**src/core/adcsq_defs.vh**
```
// constants for the converter sequencer control block
`ifndef ADCSQ_DEFS_VH
`define ADCSQ_DEFS_VH
`define ADCSQ_OFF_CTRL      8'h00
`define ADCSQ_OFF_DATA      8'h04
`define ADCSQ_OFF_STAT      8'h08
`define ADCSQ_OFF_CONV      8'h0c
`define ADCSQ_OFF_SEQC      8'h10
`define ADCSQ_OFF_SSTAT     8'h14
`define ADCSQ_OFF_TIME      8'h18
`define ADCSQ_OFF_MISC      8'h1c
`define ADCSQ_ST_CBUSY      0
`define ADCSQ_ST_SBUSY      1
`define ADCSQ_ST_CIRQ       2
`define ADCSQ_ST_SIRQ       3
`define ADCSQ_SC_RUN        0
`define ADCSQ_SC_TRIG       1
`define ADCSQ_SC_IEN        2
`define ADCSQ_SS_DAV        0
`define ADCSQ_SS_OVF        1
`define ADCSQ_SS_TERR       2
`define ADCSQ_SS_IERR       3
`define ADCSQ_SS_IRQ        4
`define ADCSQ_MS_MIE        0
`define ADCSQ_MS_AUTOMATIC_SETTLING_CONTROL       1
`define ADCSQ_MS_TOUT       2
`define ADCSQ_MS_IRAM       3
`define ADCSQ_SETTLE_NS     16000
`define ADCSQ_CLK_NS        100
`define ADCSQ_ZERO32        32'h0000_0000
`endif

```
**src/core/adcsq_ctrl.v**
```verilog
// converter status, conversion start and sequencer control logic
//
// Implementation choice: the plain strobed port.
`timescale 1ns/1ps
`include "adcsq_defs.vh"
module adcsq_ctrl #(
    parameter CONV_CYCLES  = 40,
    parameter SEQ_CYCLES   = 200,
    parameter TICK_CYCLES  = 1000
) (
    // clock and reset
    input  wire        mclk_i,
    input  wire        rstn_i,
    // register port
    input  wire [7:0]  addr_i,
    input  wire [31:0] wdata_i,
    input  wire        wr_i,
    input  wire        rd_i,
    output reg  [31:0] rdata_o,
    // converter side
    input  wire [15:0] conv_data_i,
    input  wire        ext_trig_i,
    output reg  [7:0]  chan_gain_o,
    output reg         conv_start_o,
    output reg         trig_o,
    output reg         trig_oe_n_o,
    output reg         irq_o
);
    localparam SETTLE_CYC = (`ADCSQ_SETTLE_NS + `ADCSQ_CLK_NS - 1) / `ADCSQ_CLK_NS;
    localparam SEQ_IDLE = 2'd0;
    localparam SEQ_RUN  = 2'd1;
    localparam SEQ_STOP = 2'd2;

    // software visible channel, result and status state, with the internal conversion and auto start flags
    reg  [7:0]  ctrl_r;
    reg  [15:0] data_r;
    reg         sirq_r;
    reg         cirq_r;
    reg         sbusy_r;
    reg         cbusy_r;
    reg         conv_seq_r;
    reg         auto_pend_r;

    // sequencer control, status, timer and misc state
    reg  [2:0]  seqc_r;
    reg  [3:0]  ss_r;
    reg  [15:0] time_r;
    reg  [3:0]  misc_r;

    // interval counters and sequence state
    reg  [15:0] settle_cnt_r;
    reg  [15:0] conv_cnt_r;
    reg  [15:0] seq_cnt_r;
    reg  [15:0] tick_cnt_r;
    reg  [15:0] tmr_r;
    reg  [1:0]  seq_st_r;

    // external trigger synchroniser stages
    reg         ext_s1_r;
    reg         ext_s2_r;
    reg         ext_s3_r;

    // register map of the window, all words 32 bits wide
    // 0x00 channel and gain, low byte, locked while settling
    // 0x04 conversion result, low half, read only
    // 0x08 status: settle pending, conversion pending, busy flags
    // 0x0c conversion start, any data, write only
    // 0x10 sequencer control: irq enable, trigger select, run
    // 0x14 sequencer status, flags cleared by writing ones
    // 0x18 sequencer timer preload, zero selects continuous mode
    // 0x1c misc: master irq enable, auto settling, trigger out
    // unmapped reads return zero, unmapped writes are dropped
    // narrow registers sit in the low bits of the word

    // write strobe decode
    function wsel;
        input [7:0] off;
        begin
            wsel = wr_i && (addr_i == off);
        end
    endfunction

    wire w_ctrl = wsel(`ADCSQ_OFF_CTRL);
    wire w_stat = wsel(`ADCSQ_OFF_STAT);
    wire w_conv = wsel(`ADCSQ_OFF_CONV);
    wire w_seqc = wsel(`ADCSQ_OFF_SEQC);
    wire w_ss   = wsel(`ADCSQ_OFF_SSTAT);
    wire w_time = wsel(`ADCSQ_OFF_TIME);
    wire w_misc = wsel(`ADCSQ_OFF_MISC);

    // start, end and trigger qualifiers shared by the processes
    // every counter ends on one, so a load of n gives n cycles
    wire ctrl_take  = w_ctrl && !sbusy_r;
    wire settle_end = sbusy_r && (settle_cnt_r == 16'h0001);
    wire conv_end   = cbusy_r && (conv_cnt_r == 16'h0001);
    wire man_start  = w_conv && !misc_r[`ADCSQ_MS_AUTOMATIC_SETTLING_CONTROL] && !seqc_r[`ADCSQ_SC_RUN];
    wire auto_start = auto_pend_r && settle_end && !seqc_r[`ADCSQ_SC_RUN];
    wire ext_edge   = ext_s2_r && !ext_s3_r;
    wire tick       = (tick_cnt_r == 16'h0001);
    wire cont_mode  = (time_r == 16'h0000);
    wire tmr_fire   = !cont_mode && tick && (tmr_r == 16'h0001);
    wire trig_int   = tmr_fire;
    wire sequence_trigger_select   = seqc_r[`ADCSQ_SC_TRIG] ? ext_edge : trig_int;
    wire seq_done   = (seq_st_r == SEQ_RUN) && (seq_cnt_r == 16'h0001);
    wire err_any    = ss_r[`ADCSQ_SS_OVF] | ss_r[`ADCSQ_SS_TERR] | ss_r[`ADCSQ_SS_IERR];
    wire seq_irq    = seqc_r[`ADCSQ_SC_IEN] && (err_any ||
                      (ss_r[`ADCSQ_SS_DAV] && !cont_mode));

    // external trigger synchroniser and edge register
    // the line is asynchronous, so two stages guard metastability
    // the third stage only remembers the last settled level
    // a line held high gives one edge and so one start request
    // reset level matches the idle low line, no false edge
    always @(posedge mclk_i) begin
        if (!rstn_i) begin
            ext_s1_r <= 1'b0;
            ext_s2_r <= 1'b0;
            ext_s3_r <= 1'b0;
        end else begin
            ext_s1_r <= ext_trig_i;
            ext_s2_r <= ext_s1_r;
            ext_s3_r <= ext_s2_r;
        end
    end

    // channel and gain control with settling timer
    // a write while settling is dropped so the interval restarts never
    // the converter keeps the old setting for a running conversion
    // auto settling mode is latched at the write, not at the end
    // busy falls exactly one interval after the accepted write
    always @(posedge mclk_i) begin
        if (!rstn_i) begin
            ctrl_r       <= 8'h00;
            sbusy_r      <= 1'b0;
            settle_cnt_r <= 16'h0000;
            auto_pend_r  <= 1'b0;
        end else if (ctrl_take) begin
            ctrl_r       <= wdata_i[7:0];
            sbusy_r      <= 1'b1;
            settle_cnt_r <= SETTLE_CYC[15:0];
            auto_pend_r  <= misc_r[`ADCSQ_MS_AUTOMATIC_SETTLING_CONTROL];
        end else if (sbusy_r) begin
            settle_cnt_r <= settle_cnt_r - 16'h0001;
            if (settle_end) begin
                sbusy_r     <= 1'b0;
                auto_pend_r <= 1'b0;
            end
        end
    end

    // conversion engine shared by manual and automatic starts
    // a start while busy is dropped, one conversion at a time
    // the start pulse lasts one cycle toward the converter
    // result is captured on the falling edge of conversion busy
    // conv_seq_r is never set, so every conversion writes the result register
    always @(posedge mclk_i) begin
        if (!rstn_i) begin
            cbusy_r      <= 1'b0;
            conv_cnt_r   <= 16'h0000;
            conv_seq_r   <= 1'b0;
            data_r       <= 16'h0000;
            conv_start_o <= 1'b0;
        end else begin
            conv_start_o <= 1'b0;
            if (!cbusy_r && (man_start || auto_start)) begin
                cbusy_r      <= 1'b1;
                conv_cnt_r   <= CONV_CYCLES[15:0];
                conv_seq_r   <= 1'b0;
                conv_start_o <= 1'b1;
            end else if (cbusy_r) begin
                conv_cnt_r <= conv_cnt_r - 16'h0001;
                if (conv_end) begin
                    cbusy_r <= 1'b0;
                    if (!conv_seq_r)
                        data_r <= conv_data_i;
                end
            end
        end
    end

    // pending flags, hardware set wins over software acknowledge
    // an acknowledge in the event cycle would otherwise lose an event
    // writing zero to a pending bit leaves it untouched
    // reserved status bits have no storage at all
    // both flags feed the host request through the master enable
    always @(posedge mclk_i) begin
        if (!rstn_i) begin
            sirq_r <= 1'b0;
            cirq_r <= 1'b0;
        end else begin
            if (settle_end)
                sirq_r <= 1'b1;
            else if (w_stat && wdata_i[`ADCSQ_ST_SIRQ])
                sirq_r <= 1'b0;
            if (conv_end)
                cirq_r <= 1'b1;
            else if (w_stat && wdata_i[`ADCSQ_ST_CIRQ])
                cirq_r <= 1'b0;
        end
    end

    // sequencer timer prescaler and countdown
    // the prescaler runs free and gives one tick per timer step
    // the countdown is reloaded while run is clear or in continuous mode
    // a firing timer is the internal trigger, also sent to the line
    // a shorter tick in simulation keeps runs short
    always @(posedge mclk_i) begin
        if (!rstn_i) begin
            tick_cnt_r <= TICK_CYCLES[15:0];
            tmr_r      <= 16'h0000;
        end else begin
            tick_cnt_r <= tick ? TICK_CYCLES[15:0] : tick_cnt_r - 16'h0001;
            if (!seqc_r[`ADCSQ_SC_RUN] || cont_mode)
                tmr_r <= time_r;
            else if (tick)
                tmr_r <= (tmr_r == 16'h0001) ? time_r : tmr_r - 16'h0001;
        end
    end

    // sequencer control, status flags and sequence state machine
    // idle waits for run, running counts out one sequence
    // stopped waits for the selected trigger before the next one
    // any error ends the sequence at its end and clears run
    // in continuous mode a cleared run stops the sequence at once
    // flag sets come after the clear so hardware wins a tie
    always @(posedge mclk_i) begin
        if (!rstn_i) begin
            seqc_r    <= 3'b000;
            ss_r      <= 4'h0;
            seq_st_r  <= SEQ_IDLE;
            seq_cnt_r <= 16'h0000;
        end else begin
            if (w_ss)
                ss_r <= ss_r & ~wdata_i[3:0];
            if (w_seqc)
                seqc_r <= wdata_i[2:0];
            case (seq_st_r)
                SEQ_IDLE: begin
                    if (w_seqc && wdata_i[`ADCSQ_SC_RUN]) begin
                        if (!misc_r[`ADCSQ_MS_IRAM]) begin
                            ss_r[`ADCSQ_SS_IERR] <= 1'b1;
                            seqc_r[`ADCSQ_SC_RUN] <= 1'b0;
                        end else begin
                            seq_st_r  <= SEQ_RUN;
                            seq_cnt_r <= SEQ_CYCLES[15:0];
                        end
                    end
                end
                SEQ_RUN: begin
                    if (sequence_trigger_select && !cont_mode)
                        ss_r[`ADCSQ_SS_TERR] <= 1'b1;
                    if (!seqc_r[`ADCSQ_SC_RUN] && cont_mode) begin
                        seq_st_r <= SEQ_IDLE;
                    end else if (seq_done) begin
                        if (!seqc_r[`ADCSQ_SC_RUN] || err_any) begin
                            seq_st_r <= SEQ_IDLE;
                            seqc_r[`ADCSQ_SC_RUN] <= 1'b0;
                        end else begin
                            if (ss_r[`ADCSQ_SS_DAV] && !cont_mode)
                                ss_r[`ADCSQ_SS_OVF] <= 1'b1;
                            ss_r[`ADCSQ_SS_DAV] <= 1'b1;
                            if (cont_mode) begin
                                seq_cnt_r <= SEQ_CYCLES[15:0];
                            end else begin
                                seq_st_r <= SEQ_STOP;
                            end
                        end
                    end else begin
                        seq_cnt_r <= seq_cnt_r - 16'h0001;
                    end
                end
                SEQ_STOP: begin
                    if (!seqc_r[`ADCSQ_SC_RUN] || err_any) begin
                        seq_st_r <= SEQ_IDLE;
                        seqc_r[`ADCSQ_SC_RUN] <= 1'b0;
                    end else if (sequence_trigger_select) begin
                        seq_st_r  <= SEQ_RUN;
                        seq_cnt_r <= SEQ_CYCLES[15:0];
                    end
                end
                default: seq_st_r <= SEQ_IDLE;
            endcase
        end
    end

    // timer preload and miscellaneous control
    // the misc word stands in for the interrupt and line registers
    // its instruction store bit models a non empty instruction memory
    // without it a run request raises the instruction error
    // the preload takes effect on the next timer reload
    always @(posedge mclk_i) begin
        if (!rstn_i) begin
            time_r <= 16'h0000;
            misc_r <= 4'h0;
        end else begin
            if (w_time)
                time_r <= wdata_i[15:0];
            if (w_misc)
                misc_r <= wdata_i[3:0];
        end
    end

    // registered outputs toward converter, line and host
    // every output comes from a flip flop, one cycle behind its source
    // the line enable is low while the trigger is driven out
    // external trigger with output enabled would lock the sequencer
    // the host request is a level, held until the flags are cleared
    always @(posedge mclk_i) begin
        if (!rstn_i) begin
            chan_gain_o <= 8'h00;
            trig_o      <= 1'b0;
            trig_oe_n_o <= 1'b1;
            irq_o       <= 1'b0;
        end else begin
            chan_gain_o <= ctrl_r;
            trig_o      <= trig_int;
            trig_oe_n_o <= !misc_r[`ADCSQ_MS_TOUT];
            irq_o       <= misc_r[`ADCSQ_MS_MIE] && (sirq_r || cirq_r || seq_irq);
        end
    end

    // read data, one cycle after the read strobe
    // data stand for one cycle only and read zero otherwise
    // overflow and trigger error flags read zero in continuous mode as they are inactive
    // the sequencer request bit is read only
    // reserved bits are filled with constant zeros
    always @(posedge mclk_i) begin
        if (!rstn_i) begin
            rdata_o <= `ADCSQ_ZERO32;
        end else if (rd_i) begin
            if (addr_i == `ADCSQ_OFF_CTRL)
                rdata_o <= {24'h00_0000, ctrl_r};
            else if (addr_i == `ADCSQ_OFF_DATA)
                rdata_o <= {16'h0000, data_r};
            else if (addr_i == `ADCSQ_OFF_STAT)
                rdata_o <= {28'h000_0000, sirq_r, cirq_r, sbusy_r, cbusy_r};
            else if (addr_i == `ADCSQ_OFF_SEQC)
                rdata_o <= {29'h0000_0000, seqc_r};
            else if (addr_i == `ADCSQ_OFF_SSTAT)
                rdata_o <= {27'h000_0000, seq_irq, ss_r[3],
                            ss_r[2] & !cont_mode, ss_r[1] & !cont_mode, ss_r[0]};
            else if (addr_i == `ADCSQ_OFF_TIME)
                rdata_o <= {16'h0000, time_r};
            else if (addr_i == `ADCSQ_OFF_MISC)
                rdata_o <= {28'h000_0000, misc_r};
            else
                rdata_o <= `ADCSQ_ZERO32;
        end else begin
            rdata_o <= `ADCSQ_ZERO32;
        end
    end
endmodule // adcsq_ctrl

```
**config.mk**
```make
export PLATFORM = sky130hd
export DESIGN_NAME = adcsq_ctrl
export DESIGN_NICKNAME = d
export VERILOG_FILES = /design/src/core/adcsq_ctrl.v
export VERILOG_INCLUDE_DIRS = /design/src /design/src/core
export SDC_FILE = /design/constraint.sdc
export NUM_CORES = 1
export LEC_CHECK = 0
export BUFFER_PORTS_ARGS = -buffer_cell sky130_fd_sc_hd__buf_4
export CORE_MARGIN = 2
export CORE_UTILIZATION = 43
export DETAILED_ROUTE_END_ITERATION = 12
export GPL_ROUTABILITY_DRIVEN = 0
export PLACE_DENSITY = 0.74
export SLEW_MARGIN = 0
export SYNTH_ARGS = -nofsm -noshare
export SYNTH_HDL_FRONTEND = slang
export SYNTH_SLANG_ARGS = --single-unit
```
**constraint.sdc**
```tcl
create_clock -name mclk_i -period 3.15 [get_ports mclk_i]
set_input_delay 0 -clock mclk_i [delete_from_list [all_inputs] [get_ports mclk_i]]
set_output_delay 0 -clock mclk_i [all_outputs]
set_load 0.1 [all_outputs]
```
==> metrics.csv, run 1 <==
metric;value;unit
status;finished clean;
initial core utilization;44.00;%
worst path cell trace;nor4_1, and4_1, a211oi_1, a211o_1, o31ai_1, a21oi_1;
Die Span Y;137.3;um
Residual DRC;0;
EDFF count, synth;0;
synthesized area;7636;um^2
Routed Antenna Nets;0;
# nets final;1075;
Rel. slew slack;31.95;%
Final Hold Fails;0;
worst reg2reg endpoint;seq_cnt_r[14]$_SDFFE_PN0P_;
Peak VDD IR;0.0003999;V
First-pass DRT Iterations;5;
Power Density;496.9;nW/um^2
WP data required;3.42;ns
DIE AREA;18840;um^2
worst hold slack;0.04787;ns
I/O pins;105;
root buf cell;clkbuf_16;
R2R depth;6;
Post-Route Skew;0.009884;ns
unrepaired setup endpoints after global routing;false;
Tcrit/Tclk final;86.43;%
Die Wd;137.3;um
count of cell types in the netlist;65;
worst hold path cell count;4;
CTS tree;yes;
post_cts resized;0;
first-pass GRT wire length;30470;um
layout cells sized above 1;13.98;%
most frequent cells in the layout;dfxtp_1, nor2_1, buf_4, nand2_1, a21oi_1;
routed len/inst;14.95;um
Max Cap Viol;0;
# fillers;1514;
crit end category;flip-flop;
Critical Path Fanout Max;9;
Leak Pwr;3.511;nW
R2R Setup Slk;0.43;ns
vias in the first global route;6295;
CP top delay family;compound AO/OA/AOI/OAI gates;
grt total ovfl;0;
CORE AREA;17360;um^2
worst setup path category;flip-flop to flip-flop;
Sum Neg Setup Slack;0;ns
Overall Global Routing Usage;20.16;%
DP Wirelength;11980;um
Worst EP arrival;3.00;ns
Reg clk slew, reported paths;0.07;ns
synthesized area per cell;8.447;um^2
Bufs on Longest Clock Path;2;
vias per inst;5.469;
Clock Sinks;169;
crit path buf inv count;0;
routed vias;6793;
Final Max Slew Viols;0;
commonest non-fill, non-tap cell in the layout;dfxtp_1;
starting DRC count in detailed routing;539;
type of the worst min-delay path;input pin to flip-flop;
fin crit period;2.723;ns
Slew @ Worst Pin;1.012;ns
Seq/Total Area, Yosys;44.31;%
CP startpoint kind;flip-flop;
worst r2r src;time_r[8]$_SDFFE_PN0P_;
Post-synth ARST share;0;%
Clock Latency Late Sink;0.43;ns
Buffers on Ports;72;
area grow syn2layout;22.66;%
final setup fails;0;
register bit total from synthesis;169;
initial antenna violation count;0;
Rows;48;
Peak Freq;367.3;MHz
Mapped Cells;904;
Hold Path End;seqc_r[0]$_SDFF_PN0_;
largest net degree at the start of global routing;56;
Routed WL;18560;um
critical hold path startpoint;addr_i[5];
Crit-path slowest cell;o31ai_1;
synthesis warning total;0;
TritonCTS Buffers;17;
Top FF cell, synth;dfxtp_1;
crit-path max cell delay;0.85;ns
CTS H-tree lvls;4;
==> per-stage QoR <==
step	cell area, um^2	instances	worst slack, ns	util (%)	total power, mW
global route	9364	1241	0.2193	53.95	4.800
CTS	9364	1241	0.3204	53.95	4.692
global placement	8298	1165	0.3887	47.81	2.456
finish	9366	1242	0.4273	53.96	4.654
floorplan	7692	919	0.7079	-	2.396
detailed placement	8298	1165	0.3997	47.81	2.458
==> cell type report <==
cell class,count,area [um^2],share of cell area (%)
Antenna cell,1,2.502,0.02672
Clock buffer,18,439.2,4.689
Clock inverter,13,176.4,1.884
Inverter,21,78.83,0.8416
Multi-Input combinational cell,664,3909,41.73
Sequential cell,169,3383,36.12
Tap cell,225,281.5,3.006
Timing Repair Buffer,131,1096,11.70
==> worst reg2reg max path, stage by stage, from the launching register on <==
cell      delay (ns)
dfxtp_1         0.34
nor4_1          0.45
and4_1          0.38
a211oi_1        0.11
a211o_1         0.34
o31ai_1         0.85
a21oi_1         0.09
==> power by group <==
group | leakage, nW | internal [mW] | switching [mW]
clock | 0.300 | 1.29 | 0.917
sequential | 1.36 | 2.15 | 0.0142
combinational | 1.85 | 0.0968 | 0.188
==> registers in the layout (all words and copies together) (netlist names), 8 cells and up <==
signal / count
tick_cnt_r: 16
rdata_o: 16
ctrl_r: 8
tmr_r: 16
chan_gain_o: 8
seq_cnt_r: 16
conv_cnt_r: 16
settle_cnt_r: 16
data_r: 16
time_r: 16
==> Yosys cell counts (3+ instances only) <==
cell type | count | area share (%)
a21oi_1 | 53 | 3.5
inv_1 | 21 | 1.0
o221a_2 | 3 | 0.44
xnor2_1 | 24 | 2.8
o311ai_0 | 5 | 0.57
a211oi_1 | 11 | 1.1
buf_4 | 16 | 1.6
mux2i_1 | 22 | 2.9
o21ai_0 | 39 | 2.6
or2_2 | 5 | 0.41
a222oi_1 | 4 | 0.52
nor2_1 | 142 | 7.0
nand2_1 | 67 | 3.3
o31ai_1 | 9 | 0.88
nor3_1 | 37 | 2.4
nand4_1 | 3 | 0.25
xor2_1 | 12 | 1.4
nor3b_1 | 7 | 0.69
a221oi_1 | 10 | 1.1
nor4_1 | 19 | 1.6
a21o_1 | 3 | 0.29
nand2b_1 | 8 | 0.66
nand3b_1 | 6 | 0.59
ha_1 | 10 | 1.6
a22oi_1 | 10 | 0.98
and2_1 | 18 | 1.5
or4_4 | 3 | 0.44
a32oi_1 | 4 | 0.46
clkbuf_1 | 43 | 2.1
dfxtp_1 | 169 | 44
or3_1 | 18 | 1.5
nor4b_1 | 5 | 0.57
or4_1 | 11 | 1.1
a31oi_1 | 4 | 0.33
nand3_1 | 42 | 2.8
==> cells by family (layout without fill, tap and decap cells) <==
logic type	Yosys count	after routing	synth area share, %
buffers and inverters	86	183	5.358
multiplexers	24	24	3.179
AND/OR/NAND/NOR	408	408	26.92
adder cells (fa/ha/maj)	10	10	1.639
flip-flops	169	169	44.31
other	1	17	0.04911
AO/OA/AOI/OAI	170	170	14.42
XOR/XNOR	36	36	4.129
==> repair_timing <==
item                       CTS  global route
buffers inserted             0             0
setup endpoints to repair    0             0
hold endpoints to repair    56             0
hold buffers                45             0
==> layer usage <==
metal	up-vias	routed length, um	GRT usage, %
met2	188	8684	31.81
li1	3379	-	-
met3	27	1021	4.525
met5	-	0	0
met1	3199	8546	27.23
met4	0	312	6.816
==> how the worst max path moves through the flow <==
stage	depth (start not counted)	slack, ns	endpoint	startpoint
detailed placement	6	0.40	seq_cnt_r[14]$_SDFFE_PN0P_	time_r[8]$_SDFFE_PN0P_
global placement	6	0.39	seq_cnt_r[0]$_SDFFE_PN0P_	time_r[8]$_SDFFE_PN0P_
CTS	6	0.32	seq_cnt_r[14]$_SDFFE_PN0P_	time_r[8]$_SDFFE_PN0P_
finish	6	0.43	seq_cnt_r[14]$_SDFFE_PN0P_	time_r[8]$_SDFFE_PN0P_
global route	6	0.22	seq_cnt_r[14]$_SDFFE_PN0P_	time_r[8]$_SDFFE_PN0P_
floorplan	8	0.71	data_r[15]$_SDFFE_PN0P_	conv_cnt_r[6]$_SDFFE_PP0P_
Power figures use the tool's default switching activity.
==> run 2: changes to the inputs <==
Settings changed: CELL_PAD_IN_SITES_DETAIL_PLACEMENT from default to 1, CELL_PAD_IN_SITES_GLOBAL_PLACEMENT from default to 1, PLACE_DENSITY 0.74 to 0.9.
==> run 2 against run 1 <==
Effect of this change:
- via count is 8.7% higher
- total power is 2.1% higher
- global-route usage is 8.6 points higher
- maximum frequency is 6.2% lower
- setup slack worse by 0.18 ns
- sequential cell count stayed put
- largest cell class unchanged
==> metrics.csv, run 2 (synthesis results as in run 1) <==
metric;value;unit;change
Worst EP arrival;3.22;ns;was 3.00 ns
first-pass GRT wire length;41970;um;was 30470 um
CORE AREA;17360;um^2;unchanged
R2R depth;7;;was 6
Power Density;512.2;nW/um^2;was 496.9 nW/um^2
# fillers;1979;;was 1514
Post-Route Skew;0.01721;ns;was 0.009884 ns
commonest non-fill, non-tap cell in the layout;dfxtp_1;;unchanged
largest net degree at the start of global routing;45;;was 56
R2R Setup Slk;0.25;ns;was 0.43 ns
unrepaired setup endpoints after global routing;false;;unchanged
M2 GR Usage;48.62;%;was 31.81%
root buf cell;clkbuf_16;;unchanged
Design Power;4.751;mW;was 4.654 mW
final std cell area, no fill;9276;um^2;was 9366 um^2
Routed WL;26070;um;was 18560 um
status;finished clean;;unchanged
worst reg2reg endpoint;seq_cnt_r[9]$_SDFFE_PN0P_;;was seq_cnt_r[14]$_SDFFE_PN0P_
Buffers on Ports;72;;unchanged
worst setup path category;flip-flop to flip-flop;;unchanged
most frequent cells in the layout;dfxtp_1, nor2_1, buf_4, nand2_1, a21oi_1;;unchanged
Rel. slew slack;43.50;%;was 31.95%
DIE AREA;18840;um^2;unchanged
CP endpoint;seq_cnt_r[9]$_SDFFE_PN0P_;;was seq_cnt_r[14]$_SDFFE_PN0P_
PnR worst setup slack;0.2466;ns;was 0.4273 ns
worst r2r src;tmr_r[6]$_SDFFE_PN0P_;;was time_r[8]$_SDFFE_PN0P_
Final Hold Fails;0;;unchanged
crit end category;flip-flop;;unchanged
# nets final;1064;;was 1075
Die Span Y;137.3;um;unchanged
M1 GR Usage;33.62;%;was 27.23%
critical hold path startpoint;wr_i;;was addr_i[5]
Crit-path slowest cell;nor4_1;;was o31ai_1
routed len/inst;21.16;um;was 14.95 um
Rows;48;;unchanged
Clock Sinks;169;;unchanged
Reg clk slew, reported paths;0.07;ns;about the same
initial core utilization;44.00;%;unchanged
Residual DRC;0;;unchanged
routed vias;7387;;was 6793
final setup fails;0;;unchanged
First-pass DRT Iterations;6;;was 5
Tcrit/Tclk final;92.17;%;was 86.43%
DP Wirelength;14750;um;was 11980 um
starting DRC count in detailed routing;610;;was 539
crit-path max cell delay;0.65;ns;was 0.85 ns
Critical Path Fanout Max;25;;was 9
type of the worst min-delay path;input pin to flip-flop;;unchanged
Critical path origin;tmr_r[6]$_SDFFE_PN0P_;;was time_r[8]$_SDFFE_PN0P_
Leak Pwr;3.495;nW;was 3.511 nW
vias per inst;5.996;;was 5.469
layout cells sized above 1;14.31;%;was 13.98%
vias in the first global route;7864;;was 6295
TritonCTS Buffers;17;;unchanged
Die Wd;137.3;um;unchanged
Max Cap Viol;0;;unchanged
WP data required;3.46;ns;was 3.42 ns
grt total ovfl;0;;unchanged
Peak VDD IR;0.0004086;V;was 0.0003999 V
Global Route met3 Usage;6.659;%;was 4.525%
Routed Antenna Nets;0;;unchanged
CTS tree;yes;;unchanged
Slew @ Worst Pin;0.8462;ns;was 1.012 ns
worst path cell trace;nor4_1, nand4b_1, nor2_1, a31oi_1, buf_4, or3_1, o41ai_1;;was nor4_1, and4_1, a211oi_1, a211o_1, o31ai_1, a21oi_1
dpl ws;0.2061;ns;was 0.3997 ns
fin crit period;2.903;ns;was 2.723 ns
area grow syn2layout;21.48;%;was 22.66%
Post-DP Area;8298;um^2;unchanged
Overall Global Routing Usage;28.73;%;was 20.16%
CTS H-tree lvls;4;;unchanged
worst hold slack;0.01950;ns;was 0.04787 ns
CP startpoint kind;flip-flop;;unchanged
initial antenna violation count;0;;unchanged
Peak Freq;344.4;MHz;was 367.3 MHz
most used routing layer;met2;;unchanged
Final Max Slew Viols;0;;unchanged
Sum Neg Setup Slack;0;ns;unchanged
I/O pins;105;;unchanged
Bufs on Longest Clock Path;2;;unchanged
Clock Latency Late Sink;0.45;ns;was 0.43 ns
-- run 2: final cells by class --
class                           instances  area [um^2]  area share, %
Sequential cell                       169         3383          36.47
Inverter                               21        78.83         0.8497
Antenna cell                            1        2.502        0.02698
Multi-Input combinational cell        664         3914          42.19
Timing Repair Buffer                  120        985.9          10.63
Clock buffer                           19        452.9          4.883
Tap cell                              225        281.5          3.035
Clock inverter                         13        177.7          1.915
-- run 2: worst min-delay path by stage --
stage                                   to  slack [ns]  cells after the start
finish                seqc_r[0]$_SDFF_PN0_        0.02                      3
detailed placement     ext_s1_r$_SDFF_PN0_        0.23                      2
global placement       ext_s1_r$_SDFF_PN0_        0.22                      2
CTS                   seqc_r[0]$_SDFF_PN0_       0.005                      3
global route          seqc_r[0]$_SDFF_PN0_        0.04                      3
floorplan           ctrl_r[0]$_SDFFE_PN0P_        0.12                      2
-- run 2: metal layers --
layer	wire (um)	vias up
li1	-	3357
met1	10290	3567
met2	12740	346
met3	1756	117
met4	1287	0
met5	0	-
-- run 2: where the power goes --
part | internal, mW | leakage [nW] | total (mW) | switching (mW)
sequential | 2.15 | 1.36 | 2.16 | 0.0145
clock | 1.31 | 0.304 | 2.29 | 0.978
combinational | 0.0952 | 1.83 | 0.295 | 0.200
total | 3.56 | 3.49 | 4.75 | 1.19
-- run 2: what timing repair did --
action	4_1_cts	5_1_grt
endpoints found under the hold margin	54	0
hold buffers	34	0
setup endpoints to repair	0	3
gates resized for setup	0	1
buffers inserted	0	0
-- run 2: worst max-delay path, delay by kind of cell, from the launching register on --
family	cells	cell delay, ns
AOI/OAI and AO/OA	2	0.54
DFF	1	0.38
and+or+nand+nor	4	1.61
buffers and inverters	1	0.24
-- run 2: metrics by stage --
stage                     instances  util (%)
after CTS                      1231     53.40
after detailed placement       1165     47.81
final                          1232     53.45
after floorplan                 919         -
after global placement         1165     47.81
after global routing           1231     53.43
==> run 3: changes to the inputs <==
==> constraint.sdc (replaced) <==
create_clock -name mclk_i -period 3.15 [get_ports mclk_i]
set_input_delay 0.1575 -clock mclk_i [delete_from_list [all_inputs] [get_ports mclk_i]]
set_output_delay 0.1575 -clock mclk_i [all_outputs]
set_load 0.1 [all_outputs]
==> run 3 against run 2 <==
Effect of this change:
- combinational power fell by 2%
- largest cell class unchanged
- maximum frequency is 0.49% higher
- highest routed layer unchanged
- largest power group is now sequential cells
- setup slack improved by 0.014 ns
- critical endpoint is now seq_cnt_r[15]$_SDFFE_PN0P_
- wire length down 0.26%
==> metrics.csv, run 3 (synthesis results as in run 1) <==
metric;value;unit;change
net switching power figure;1.166;mW;was 1.192 mW
internal power;3.379;mW;was 3.559 mW
largest net degree at the start of global routing;47;;was 45
Rows;48;;unchanged
Overall Global Routing Usage;28.05;%;was 28.73%
crit end category;flip-flop;;unchanged
M2 GR Usage;49.53;%;was 48.62%
Buffers on Ports;72;;unchanged
layout cells sized above 1;14.43;%;was 14.31%
starting DRC count in detailed routing;713;;was 610
Rel. slew slack;23.79;%;was 43.50%
Residual DRC;0;;unchanged
Clock Latency Late Sink;0.44;ns;was 0.45 ns
final setup fails;0;;unchanged
type of the worst min-delay path;input pin to flip-flop;;unchanged
grt total ovfl;0;;unchanged
Peak VDD IR;0.0003850;V;was 0.0004086 V
WP data required;3.41;ns;was 3.46 ns
M1 GR Usage;31.96;%;was 33.62%
# fillers;1979;;unchanged
Critical Path Fanout Max;8;;was 25
DIE AREA;18840;um^2;unchanged
root buf cell;clkbuf_16;;unchanged
sw frac;25.65;%;was 25.10%
commonest non-fill, non-tap cell in the layout;dfxtp_1;;unchanged
# nets final;1057;;was 1064
Sum Neg Setup Slack;0;ns;unchanged
status;finished clean;;unchanged
CP startpoint kind;flip-flop;;unchanged
Post-DP Area;8325;um^2;was 8298 um^2
Leak Pwr;3.441;nW;was 3.495 nW
Routed WL;26010;um;was 26070 um
CORE AREA;17360;um^2;unchanged
Final Hold Fails;0;;unchanged
routed vias;7381;;was 7387
Post-CTS Setup Repair Bufs;0;;unchanged
Routed Antenna Nets;0;;unchanged
DP Wirelength;14520;um;was 14750 um
area of the multi-input gates;3909;um^2;was 3914 um^2
vias in the first global route;7737;;was 7864
Reg power frac;47.7;%;was 45.6%
Global Route met3 Usage;5.592;%;was 6.659%
Final Max Slew Viols;0;;unchanged
worst setup path category;flip-flop to flip-flop;;unchanged
Clock Sinks;169;;unchanged
CTS tree;yes;;unchanged
Bufs on Longest Clock Path;2;;unchanged
Comb power frac;6.4;%;was 6.2%
CTS H-tree lvls;4;;unchanged
area grow syn2layout;19.79;%;was 21.48%
I/O pins;105;;unchanged
initial core utilization;44.00;%;unchanged
routed len/inst;21.25;um;was 21.16 um
Reg clk slew, reported paths;0.07;ns;about the same
Slew @ Worst Pin;1.134;ns;was 0.8462 ns
Peak Freq;346.1;MHz;was 344.4 MHz
Power Density;496.8;nW/um^2;was 512.2 nW/um^2
First-pass DRT Iterations;5;;was 6
Tcrit/Tclk final;91.72;%;was 92.17%
fin crit period;2.889;ns;was 2.903 ns
vias per inst;6.030;;was 5.996
first-pass GRT wire length;40960;um;was 41970 um
final std cell area, no fill;9148;um^2;was 9276 um^2
Worst EP arrival;3.15;ns;was 3.22 ns
most used routing layer;met2;;unchanged
Max Cap Viol;0;;unchanged
initial antenna violation count;0;;unchanged
most frequent cells in the layout;dfxtp_1, nor2_1, buf_4, nand2_1, a21oi_1;;unchanged
Clock power frac;46.0;%;was 48.2%
Post-Route Skew;0.01945;ns;was 0.01721 ns
TritonCTS Buffers;17;;unchanged
Die Span Y;137.3;um;unchanged
Design Power;4.545;mW;was 4.751 mW
Die Wd;137.3;um;unchanged
unrepaired setup endpoints after global routing;false;;unchanged
register area;3383;um^2;unchanged
==> run 3: per-stage QoR <==
stage	setup WS (ns)	instances	hold WS [ns]	util (%)
global placement	0.3532	1167	0.3852	47.97
global route	0.06653	1223	0.01916	52.69
finish	0.2608	1224	0.01125	52.70
floorplan	0.7079	919	0.2782	-
CTS	0.3469	1223	0.004301	52.69
detailed placement	0.2841	1167	0.3820	47.97
==> run 3: what timing repair did <==
action | in CTS | in global routing
endpoints found under the hold margin | 26 | 0
resized for setup | 0 | 0
hold buffers | 25 | 0
==> run 3: path summary, 6_finish.rpt <==
kind,startpoint,end,slack (ns),cells after the start
setup / recovery,time_r[8]$_SDFFE_PN0P_,seq_cnt_r[15]$_SDFFE_PN0P_,0.26,6
hold / removal,conv_data_i[13],data_r[13]$_SDFFE_PN0P_,0.01,3
setup reg to reg,time_r[8]$_SDFFE_PN0P_,seq_cnt_r[15]$_SDFFE_PN0P_,0.26,6
hold reg to reg,tick_cnt_r[0]$_SDFF_PP0_,tick_cnt_r[0]$_SDFF_PP0_,0.46,1
==> run 3: layout make-up <==
cell class / count / share of cell area (%)
Multi-Input combinational cell: 664 / 42.73
Sequential cell: 169 / 36.99
Timing Repair Buffer: 113 / 10.09
Clock buffer: 19 / 4.951
Tap cell: 225 / 3.078
Clock inverter: 12 / 1.272
Inverter: 21 / 0.8617
Antenna cell: 1 / 0.02736
==> run 3: critical path, stage by stage, from the launching register on <==
cell	delay, ns
dfxtp_1	0.39
nor4_1	0.51
and4_1	0.42
a211oi_1	0.11
a211o_1	0.27
o31ai_1	0.91
a21oi_1	0.09
==> run 3: power by group through the flow <==
stage | logic [mW] | registers, mW | clock network, mW
detailed placement | 0.252 | 2.21 | 0
global route | 0.303 | 2.17 | 2.17
finish | 0.289 | 2.17 | 2.09
CTS | 0.280 | 2.17 | 2.06
floorplan | 0.184 | 2.21 | 0
global placement | 0.249 | 2.21 | 0
==> run 3: per-layer routing <==
layer  vias up  wire [um]
li1       3346          -
met1      3594      10070
met2       351      13280
met3        90       1634
met4         0       1018
met5         -          0
